## config.mk

```make
export PLATFORM = sky130hd
export DESIGN_NAME = synth_prog_device_flat
export DESIGN_NICKNAME = d
export VERILOG_FILES = /design/src/synth_prog_pkg.sv /design/src/synth_prog_if.sv /design/src/synth_prog_device.sv /design/src/flat_wrapper.sv
export VERILOG_INCLUDE_DIRS = /design/src
export SDC_FILE = /design/constraint.sdc
export NUM_CORES = 1
export LEC_CHECK = 0
export BUFFER_PORTS_ARGS = -buffer_cell sky130_fd_sc_hd__buf_2
export CORE_MARGIN = 1.5
export CORE_UTILIZATION = 46
export CTS_CLUSTER_DIAMETER = 150
export DETAILED_ROUTE_END_ITERATION = 8
export GPL_ROUTABILITY_DRIVEN = 0
export PLACE_DENSITY = 0.71
export SETUP_SLACK_MARGIN = 0.4
export SLEW_MARGIN = 40
export SYNTH_ARGS = -nofsm -noshare
export SYNTH_HDL_FRONTEND = slang
export SYNTH_SLANG_ARGS = --single-unit
```

## constraint.sdc

```tcl
create_clock -name clk_sys -period 1.4 [get_ports clk_sys]
set_clock_uncertainty 0.15 [all_clocks]
set_input_delay 0.14 -clock clk_sys [delete_from_list [all_inputs] [get_ports clk_sys]]
set_output_delay 0.14 -clock clk_sys [all_outputs]
set_load 0.005 [all_outputs]
```

## src/synth_prog_cfg.svh

```systemverilog
// Field positions, widths and timing counts of the synthesizer programming link
`ifndef SYNTH_PROG_CFG_SVH
`define SYNTH_PROG_CFG_SVH
`define SP_WORD_BITS 18
`define SP_DATA_BITS 17
`define SP_REF_BITS 14
`define SP_RATIO_LSB 0
`define SP_RATIO_MSB 9
`define SP_FLOAT_BIT 10
`define SP_POL_BIT 11
`define SP_RSVD_BIT 12
`define SP_TEST_BIT 13
`define SP_CTL_LSB 0
`define SP_CTL_MSB 1
`define SP_SWALLOW_LSB 2
`define SP_SWALLOW_MSB 6
`define SP_MAIN_LSB 7
`define SP_MAIN_MSB 16
`define SP_CLK_HALF_DIV 4
`define SP_REG_CMD 12'h000
`define SP_REG_REF 12'h004
`define SP_REG_MAIN 12'h008
`define SP_REG_STAT 12'h00C
`endif

```

## src/synth_prog_pkg.sv

```systemverilog
// Types of the synthesizer programming link: host state for the host end, power mode for the device end
package synth_prog_pkg;
  typedef enum logic [2:0] {
    HS_IDLE = 3'b001,
    HS_SHIFT = 3'b010,
    HS_LOAD = 3'b100
  } host_state_t;
  typedef enum logic [1:0] {
    POWER_NORMAL = 2'b00,
    POWER_SYNC_DOWN = 2'b01,
    POWER_COUNTER_CLEAR = 2'b10,
    POWER_ASYNC_DOWN = 2'b11
  } power_mode_t;
endpackage

```

## src/synth_prog_if.sv

```systemverilog
// Three-wire serial link between host controller and synthesizer
interface synth_prog_if;
  logic ser_clk;
  logic ser_data;
  logic load_strobe;
  modport host (output ser_clk, output ser_data, output load_strobe);
  modport device (input ser_clk, input ser_data, input load_strobe);
endinterface

```

## src/synth_prog_device.sv

```systemverilog
// Serially loaded divider programming registers of the synthesizer
//
// The implementer's own choices: the APB interface to the registers and the register addresses.
`include "synth_prog_cfg.svh"
module synth_prog_device
  import synth_prog_pkg::*;
(
  input wire logic clk_sys,
  input wire logic rst_n,
  input wire logic clk_en,
  synth_prog_if.device link,
  input wire logic ref_div_pulse,
  input wire logic main_div_pulse,
  input wire logic pump_up_req,
  input wire logic pump_down_req,
  output logic [9:0] ref_divide_ratio,
  output logic [4:0] swallow_count,
  output logic [9:0] main_count,
  output logic [1:0] control_pair,
  output logic pump_float_bit,
  output logic detector_polarity_bit,
  output logic test_mode,
  output logic sleep_active,
  output logic counter_clear,
  output logic pump_up,
  output logic pump_down,
  output logic pump_output_pin,
  output logic pump_output_oe,
  output logic [13:0] ref_reg_out,
  output logic [16:0] main_reg_out
);
  ////////////////////////////////////////////////////////////////////////
  logic [2:0] clk_sync_r;
  logic [2:0] data_sync_r;
  logic [2:0] le_sync_r;
  logic [`SP_WORD_BITS-1:0] shift_r;
  logic [`SP_REF_BITS-1:0] ref_r;
  logic [`SP_DATA_BITS-1:0] main_r;
  logic clk_rise;
  logic le_rise;
  power_mode_t mode;

  // Pins pass two flops; third stage for edge finding and as the shifted data bit
  always_ff @(posedge clk_sys or negedge rst_n) begin
    if (!rst_n) begin
      clk_sync_r <= 3'h0;
      data_sync_r <= 3'h0;
      le_sync_r <= 3'h0;
    end else if (clk_en) begin
      clk_sync_r <= {clk_sync_r[1:0], link.ser_clk};
      data_sync_r <= {data_sync_r[1:0], link.ser_data};
      le_sync_r <= {le_sync_r[1:0], link.load_strobe};
    end
  end

  // Rising edges of serial clock and strobe
  assign clk_rise = clk_sync_r[1] & ~clk_sync_r[2];
  assign le_rise = le_sync_r[1] & ~le_sync_r[2];

  ////////////////////////////////////////////////////////////////////////
  // Data taken a cycle ahead of the seen edge; host sets it up early
  always_ff @(posedge clk_sys or negedge rst_n) begin
    if (!rst_n) begin
      shift_r <= '0;
    end else if (clk_en && clk_rise) begin
      shift_r <= {shift_r[`SP_WORD_BITS-2:0], data_sync_r[2]};
    end
  end

  // Reference latch: addressed strobe only
  always_ff @(posedge clk_sys or negedge rst_n) begin
    if (!rst_n) begin
      ref_r <= '0;
    end else if (clk_en && le_rise && shift_r[0]) begin
      ref_r <= shift_r[`SP_REF_BITS:1];
    end
  end

  // Main latch: addressed strobe only
  always_ff @(posedge clk_sys or negedge rst_n) begin
    if (!rst_n) begin
      main_r <= '0;
    end else if (clk_en && le_rise && !shift_r[0]) begin
      main_r <= shift_r[`SP_WORD_BITS-1:1];
    end
  end

  ////////////////////////////////////////////////////////////////////////
  // Control pair decode
  assign mode = power_mode_t'(main_r[`SP_CTL_MSB:`SP_CTL_LSB]);

  logic sleep_nxt;
  logic sleep_r;
  // Sync power-down waits until no pump pulse is in progress
  always_comb begin
    sleep_nxt = sleep_r;
    unique case (mode)
      POWER_NORMAL, POWER_COUNTER_CLEAR: sleep_nxt = 1'b0;
      POWER_SYNC_DOWN: if (!pump_up_req && !pump_down_req) sleep_nxt = 1'b1;
      POWER_ASYNC_DOWN: sleep_nxt = 1'b1;
    endcase
  end

  always_ff @(posedge clk_sys or negedge rst_n) begin
    if (!rst_n) begin
      sleep_r <= 1'b0;
    end else if (clk_en) begin
      sleep_r <= sleep_nxt;
    end
  end

  ////////////////////////////////////////////////////////////////////////
  // Pump steering and float
  logic test_on;
  logic floating;
  logic up_steer;
  logic dn_steer;
  assign test_on = ref_r[`SP_TEST_BIT];
  assign floating = ref_r[`SP_FLOAT_BIT] | sleep_r;
  assign up_steer = ref_r[`SP_POL_BIT] ? pump_up_req : pump_down_req;
  assign dn_steer = ref_r[`SP_POL_BIT] ? pump_down_req : pump_up_req;

  // Reference-side fields
  always_ff @(posedge clk_sys or negedge rst_n) begin
    if (!rst_n) begin
      ref_divide_ratio <= '0;
      pump_float_bit <= 1'b0;
      detector_polarity_bit <= 1'b0;
      test_mode <= 1'b0;
      ref_reg_out <= '0;
    end else if (clk_en) begin
      ref_divide_ratio <= ref_r[`SP_RATIO_MSB:`SP_RATIO_LSB];
      pump_float_bit <= ref_r[`SP_FLOAT_BIT];
      detector_polarity_bit <= ref_r[`SP_POL_BIT];
      test_mode <= test_on;
      ref_reg_out <= ref_r;
    end
  end

  // Main-side fields
  always_ff @(posedge clk_sys or negedge rst_n) begin
    if (!rst_n) begin
      swallow_count <= '0;
      main_count <= '0;
      control_pair <= '0;
      main_reg_out <= '0;
    end else if (clk_en) begin
      swallow_count <= main_r[`SP_SWALLOW_MSB:`SP_SWALLOW_LSB];
      main_count <= main_r[`SP_MAIN_MSB:`SP_MAIN_LSB];
      control_pair <= main_r[`SP_CTL_MSB:`SP_CTL_LSB];
      main_reg_out <= main_r;
    end
  end

  // Power status
  always_ff @(posedge clk_sys or negedge rst_n) begin
    if (!rst_n) begin
      sleep_active <= 1'b0;
      counter_clear <= 1'b0;
    end else if (clk_en) begin
      sleep_active <= sleep_r;
      counter_clear <= main_r[`SP_CTL_MSB];
    end
  end

  // Pump pin: divider monitor in test mode when not asleep, off when floating, else steered pulses
  always_ff @(posedge clk_sys or negedge rst_n) begin
    if (!rst_n) begin
      pump_up <= 1'b0;
      pump_down <= 1'b0;
      pump_output_pin <= 1'b0;
      pump_output_oe <= 1'b0;
    end else if (clk_en) begin
      if (test_on && !sleep_r) begin
        pump_up <= 1'b0;
        pump_down <= 1'b0;
        pump_output_pin <= ref_r[`SP_POL_BIT] ? main_div_pulse : ref_div_pulse;
        pump_output_oe <= 1'b1;
      end else if (floating) begin
        pump_up <= 1'b0;
        pump_down <= 1'b0;
        pump_output_pin <= 1'b0;
        pump_output_oe <= 1'b0;
      end else begin
        pump_up <= up_steer;
        pump_down <= dn_steer;
        pump_output_pin <= up_steer;
        pump_output_oe <= up_steer | dn_steer;
      end
    end
  end
endmodule

```

## src/flat_wrapper.sv

```systemverilog
// flat-port wrapper written by rule: the top's interface ports become plain ports
module synth_prog_device_flat import synth_prog_pkg::*;
  (clk_sys, rst_n, clk_en, ref_div_pulse, main_div_pulse, pump_up_req, pump_down_req, ref_divide_ratio, swallow_count, main_count, control_pair, pump_float_bit, detector_polarity_bit, test_mode, sleep_active, counter_clear, pump_up, pump_down, pump_output_pin, pump_output_oe, ref_reg_out, main_reg_out, link_ser_clk, link_ser_data, link_load_strobe);
  synth_prog_if link_i ();
  input wire logic clk_sys;
  input wire logic rst_n;
  input wire logic clk_en;
  input wire logic ref_div_pulse;
  input wire logic main_div_pulse;
  input wire logic pump_up_req;
  input wire logic pump_down_req;
  output logic [9:0] ref_divide_ratio;
  output logic [4:0] swallow_count;
  output logic [9:0] main_count;
  output logic [1:0] control_pair;
  output logic pump_float_bit;
  output logic detector_polarity_bit;
  output logic test_mode;
  output logic sleep_active;
  output logic counter_clear;
  output logic pump_up;
  output logic pump_down;
  output logic pump_output_pin;
  output logic pump_output_oe;
  output logic [13:0] ref_reg_out;
  output logic [16:0] main_reg_out;
  input wire logic [$bits(link_i.ser_clk)-1:0] link_ser_clk;
  input wire logic [$bits(link_i.ser_data)-1:0] link_ser_data;
  input wire logic [$bits(link_i.load_strobe)-1:0] link_load_strobe;
  assign link_i.ser_clk = link_ser_clk;
  assign link_i.ser_data = link_ser_data;
  assign link_i.load_strobe = link_load_strobe;
  synth_prog_device u_core (.clk_sys(clk_sys), .rst_n(rst_n), .clk_en(clk_en), .link(link_i), .ref_div_pulse(ref_div_pulse), .main_div_pulse(main_div_pulse), .pump_up_req(pump_up_req), .pump_down_req(pump_down_req), .ref_divide_ratio(ref_divide_ratio), .swallow_count(swallow_count), .main_count(main_count), .control_pair(control_pair), .pump_float_bit(pump_float_bit), .detector_polarity_bit(detector_polarity_bit), .test_mode(test_mode), .sleep_active(sleep_active), .counter_clear(counter_clear), .pump_up(pump_up), .pump_down(pump_down), .pump_output_pin(pump_output_pin), .pump_output_oe(pump_output_oe), .ref_reg_out(ref_reg_out), .main_reg_out(main_reg_out));
endmodule
```

# [Word-level counts from Yosys, hierarchy flattened]
# Index checks and enable logic that the tools add are counted.
[totals] ff_bits=126 wordCells=57
[op_classes] bitwise_logic=6 eq_ne=4 muxes=12 n_reduce_logical=13
[op_table] operator="2-to-1 mux 1 bit" count=11
[op_table] operator="logical AND 1 bit" count=6
[op_table] operator="equality test 2 bit, second input constant" count=2
[op_table] operator="logical NOT 1 bit" count=4
[op_table] operator="one-hot mux 1 bit (3 select lines)" count=1
[op_table] operator="bitwise AND 1 bit" count=2
[op_table] operator="equality test 2 x 1 -> 1 bit, second input constant" count=1
[op_table] operator="logical NOT 2 bit" count=1
[op_table] operator="inequality test 2 x 1 -> 1 bit, second input constant" count=1
[op_table] operator="inverter 1 bit" count=2
[op_table] operator="bitwise OR 1 bit" count=2
[op_table] operator="AND reduction 2 bit" count=1
[op_table] operator="OR reduction 2 bit" count=1

# [Longest topological paths before layout]
[logic_depth] ltp_word=4 ltp_mapped=5

# [Worst setup path before layout]
# No wires, ideal clock.
[synth_path] kind="flip-flop to flip-flop" start="reg u_core.shift_r[0]" end="reg u_core.main_r[10]" t_arrival_ns=1.237 required_time_ns=1.125 synth_period_minus_slack_ns=1.512 path_buffers=1 stages_incl_launch_ff=4 setup_ns=0.125 slack_ns=-0.112 path_cell_list="dfrtp_1 nor3_4 buf_6 mux2_2"
[synth_between] elab_chain_cells=2
[synth_rtl] element="start: declaration" line_no="synth_prog_device.sv:36" rtl="logic [`SP_WORD_BITS-1:0] shift_r;"
[synth_rtl] element="start signal: assignment" line_no="synth_prog_device.sv:66" rtl="shift_r <= {shift_r[`SP_WORD_BITS-2:0], data_sync_r[2]};"
[synth_rtl] element="logical NOT 1 bit" line_no="synth_prog_device.sv:83" rtl="end else if (clk_en && le_rise && !shift_r[0]) begin"
[synth_rtl] element="logical AND 1 bit" line_no="synth_prog_device.sv:83"
[synth_rtl] element="end signal: assignment" line_no="synth_prog_device.sv:84" rtl="main_r <= shift_r[`SP_WORD_BITS-1:1];"
[synth_rtl] element="end: declaration" line_no="synth_prog_device.sv:38" rtl="logic [`SP_DATA_BITS-1:0] main_r;"
# Every way passes these cells.
# A chain may end at the register's enable or synchronous reset.

# [Worst setup path in the final report]
[layout_path] start="reg u_core.le_sync_r[2]" end="reg u_core.main_r[15]"
[layout_between] elab_chain_cells=4
[layout_rtl] element="start: declaration" line_no="synth_prog_device.sv:35" rtl="logic [2:0] le_sync_r;"
[layout_rtl] element="start signal: assignment" line_no="synth_prog_device.sv:52" rtl="le_sync_r <= {le_sync_r[1:0], link.load_strobe};"
[layout_rtl] element="inverter 1 bit" line_no="synth_prog_device.sv:58" rtl="assign le_rise = le_sync_r[1] & ~le_sync_r[2];"
[layout_rtl] element="bitwise AND 1 bit" line_no="synth_prog_device.sv:58"
[layout_rtl] element="logical AND 1 bit (2 in series)" line_no="synth_prog_device.sv:83"
# Every way passes these cells.

==> reports/qor.txt <==
die footprint = 8920 um2
reg2reg start = u_core.le_sync_r[2]$_DFFE_PN0P_
top cell type's share of synthesized area = 61.8%
Overflow after GRT = 0
Vias = 2254
drt drc = 0
slew margin rel. = 76.0%
grt met1 use = 22.5%
total global-route track usage = 17.5%
met3 Resource Use GR = 5.80%
max incr delay on CP = 0.42 ns
maximum VDD drop = 1040 uV
PortBufs = 76
Final min period = 1.45 ns
Mapped Cells = 249
Yosys warning count = 0
vias in the first global route = 2248
maximum root-to-sink buffer count = 2
starting density of the core = 47.1%
RSZ-0062 raised after global routing = true
dpl hpwl = 4.48 mm
final setup margin = -0.0490 ns
starting DRC count in detailed routing = 90
Max Cap Violations = 0
Worst Setup SP = u_core.le_sync_r[2]$_DFFE_PN0P_
CP max stage cell = dfrtp_1
PD cells = 1520 nW/um2
global routing's busiest layer = met2
CP Max Fanout = 14
initial antenna violation count = 0
final WL = 7.09 mm
CP Cell Sequence = nor3_4, buf_12, mux2_2
DR WL/cell = 15.4 um
io pins = 77
ratio of cells with drive above 1 in the final layout = 68.3%
Post-DRT Antenna Nets = 0
mapped cell area = 3850 um2
M2 GR Usage = 27.9%
worst hold start = clk_en
die width = 94.5 um
compound-cell area share of the yosys netlist = 1.50%
Worst EP required = 1.50 ns
Synth Net Count = 259
post-synth cell types = 18
Die Y = 94.5 um
setup TNS = -0.895 ns
Synth area leader = dfrtp_1
worst skew pair latency = 0.35 ns
mux cell area share after synthesis = 27.1%
Tcrit/Tclk final = 103%
Worst Hold Class = in2reg
area share of fa/ha/maj cells after synthesis = 0%
sequential area share after synthesis = 61.8%
Placeable Area = 8180 um2
CTS Buf Count = 9
Seq cells post-synth = 95
antenna cell count = 0
Mean Syn Cell Area = 15.5 um2
Synth Area in Simple Gates = 1.72%
num rows = 33
Pre-antenna DRT Iters = 4
final count of hold timing violations = 0
Fin Hold WS = 0.0388 ns
clk sinks = 95
crit path capture type = flip-flop
status = complete, but fails checks
Layout area overhead = 33.8%
measured slew at the worst slew-check pin = 0.350 ns
largest family of logic cells by synthesized area = multiplexers
Lkg Pwr = 2.79 nW
Reg clk slew, reported paths = 0.09 ns
crit path DAT = 1.54 ns
CTS tree = built
crit path launch type = flip-flop
fin nets = 362
Clock H-tree levels = 3
first-pass GRT wire length = 11.6 mm
Area contributors post-synth = dfrtp_1, mux2_2, buf_4
final count of pins violating max slew = 0
largest net degree at the start of global routing = 38
critical path class = reg2reg
clk root buf = clkbuf_8
failing checks = setup timing
Place WS = -0.0582 ns
post-synthesis xor/xnor area fraction = 0%
Max Fclk = 690 MHz
Final Setup Violations = 32
Vias per Instance = 4.89
## state kept, by name, summed over array words and instances (netlist names)
| signal | cells |
|---|---|
| u_core.main_reg_out | 17 |
| u_core.sleep_r | 1 |
| u_core.pump_down | 1 |
| u_core.clk_sync_r | 3 |
| u_core.pump_output_pin | 1 |
| u_core.shift_r | 18 |
| u_core.pump_output_oe | 1 |
| u_core.ref_r | 14 |
| u_core.le_sync_r | 3 |
| u_core.data_sync_r | 3 |
| u_core.sleep_active | 1 |
| u_core.main_r | 17 |
| u_core.pump_up | 1 |
| u_core.ref_reg_out | 14 |
## worst max-delay path, delay by kind of cell, from the launching register on
kind	cells	cell delay, ns
multiplexers	1	0.34
AND/OR/NAND/NOR	1	0.25
flip-flops	1	0.42
buffers and inverters	1	0.18
## power by group
part	switching (mW)	internal [mW]	leakage, nW
sequential	0.498	3.39	1.26
clock	0.896	0.871	0.0920
combinational	0.707	1.45	1.44
## final timing paths
| check | to | slack [ns] | cells past startpoint |
|---|---|---|---|
| worst min register to register | u_core.ref_r[7]$_DFFE_PN0P_ | 0.35 | 1 |
| worst max register to register | u_core.main_r[15]$_DFFE_PN0P_ | -0.05 | 3 |
| worst min-delay path | u_core.le_sync_r[2]$_DFFE_PN0P_ | 0.04 | 3 |
| min in group asynchronous | u_core.ref_reg_out[5]$_DFFE_PN0P_ | 0.05 | 2 |
| worst max-delay path | u_core.main_r[15]$_DFFE_PN0P_ | -0.05 | 3 |
| max in group asynchronous | u_core.clk_sync_r[0]$_DFFE_PN0P_ | 0.58 | 3 |
## layer usage
layer | share of wire [%] | vias up
met1 | 45 | 1148
met4 | 1.2 | 0
met2 | 49 | 59
met3 | 4.5 | 7
met5 | 0 | -
li1 | - | 1040
## synth_stat cells
master / instances
dfrtp_1: 95
mux2_2: 90
buf_4: 33
buf_2: 6
inv_1: 4
a21oi_1: 3
mux2i_1: 3
nand2b_1: 3
o21ai_0: 2
o21bai_1: 2
buf_6: 1
nand2_2: 1
nand3b_2: 1
nand4_1: 1
nor3_4: 1
o311ai_0: 1
o41ai_1: 1
or4_1: 1
## timing repair
item	CTS	global route
hold buffers	5	0
setup endpoints to repair	125	140
setup buffers	20	13
pin swaps	3	2
gates resized for setup	35	29
endpoints found under the hold margin	99	0
## cell families (layout without fill, tap and decap cells)
| group | Yosys count | count (layout) |
|---|---|---|
| AOI/OAI and AO/OA | 9 | 9 |
| DFF | 95 | 95 |
| muxes | 93 | 93 |
| and+or+nand+nor | 8 | 8 |
| buffers and inverters | 44 | 151 |
## placed cells by master, fill, tap and decap left out, types with 2 or more instances in the layout
cell,synthesis,layout
a21oi_2,0,3
buf_12,0,6
buf_2,6,75
buf_4,33,15
buf_6,1,30
clkbuf_8,0,10
clkinvlp_4,0,2
dfrtp_1,95,95
dlygate4sd3_1,0,5
inv_1,4,3
mux2_2,90,41
mux2_4,0,49
mux2i_1,3,3
nand2b_1,3,2
## metrics by stage
stage                     area (um2)  total power, mW  utilization, %  instances
after floorplan                 4030             5.05               -        249
after global placement          4390             5.55            53.7        408
after detailed placement        4390             5.61            53.7        408
after CTS                       4930             7.70            60.3        448
after global routing            5150             8.26            63.0        461
final                           5150             7.81            63.0        461
## layout make-up
type / count / area [um2]
clock buffer: 11 / 141
tap: 105 / 131
inverter: 4 / 15.0
sequential: 95 / 2380
fill: 619 / 3030
clock inverter: 4 / 53.8
multi-input combinational: 110 / 1420
timing repair buffer: 132 / 1010
Power figures use the tool's default switching activity.
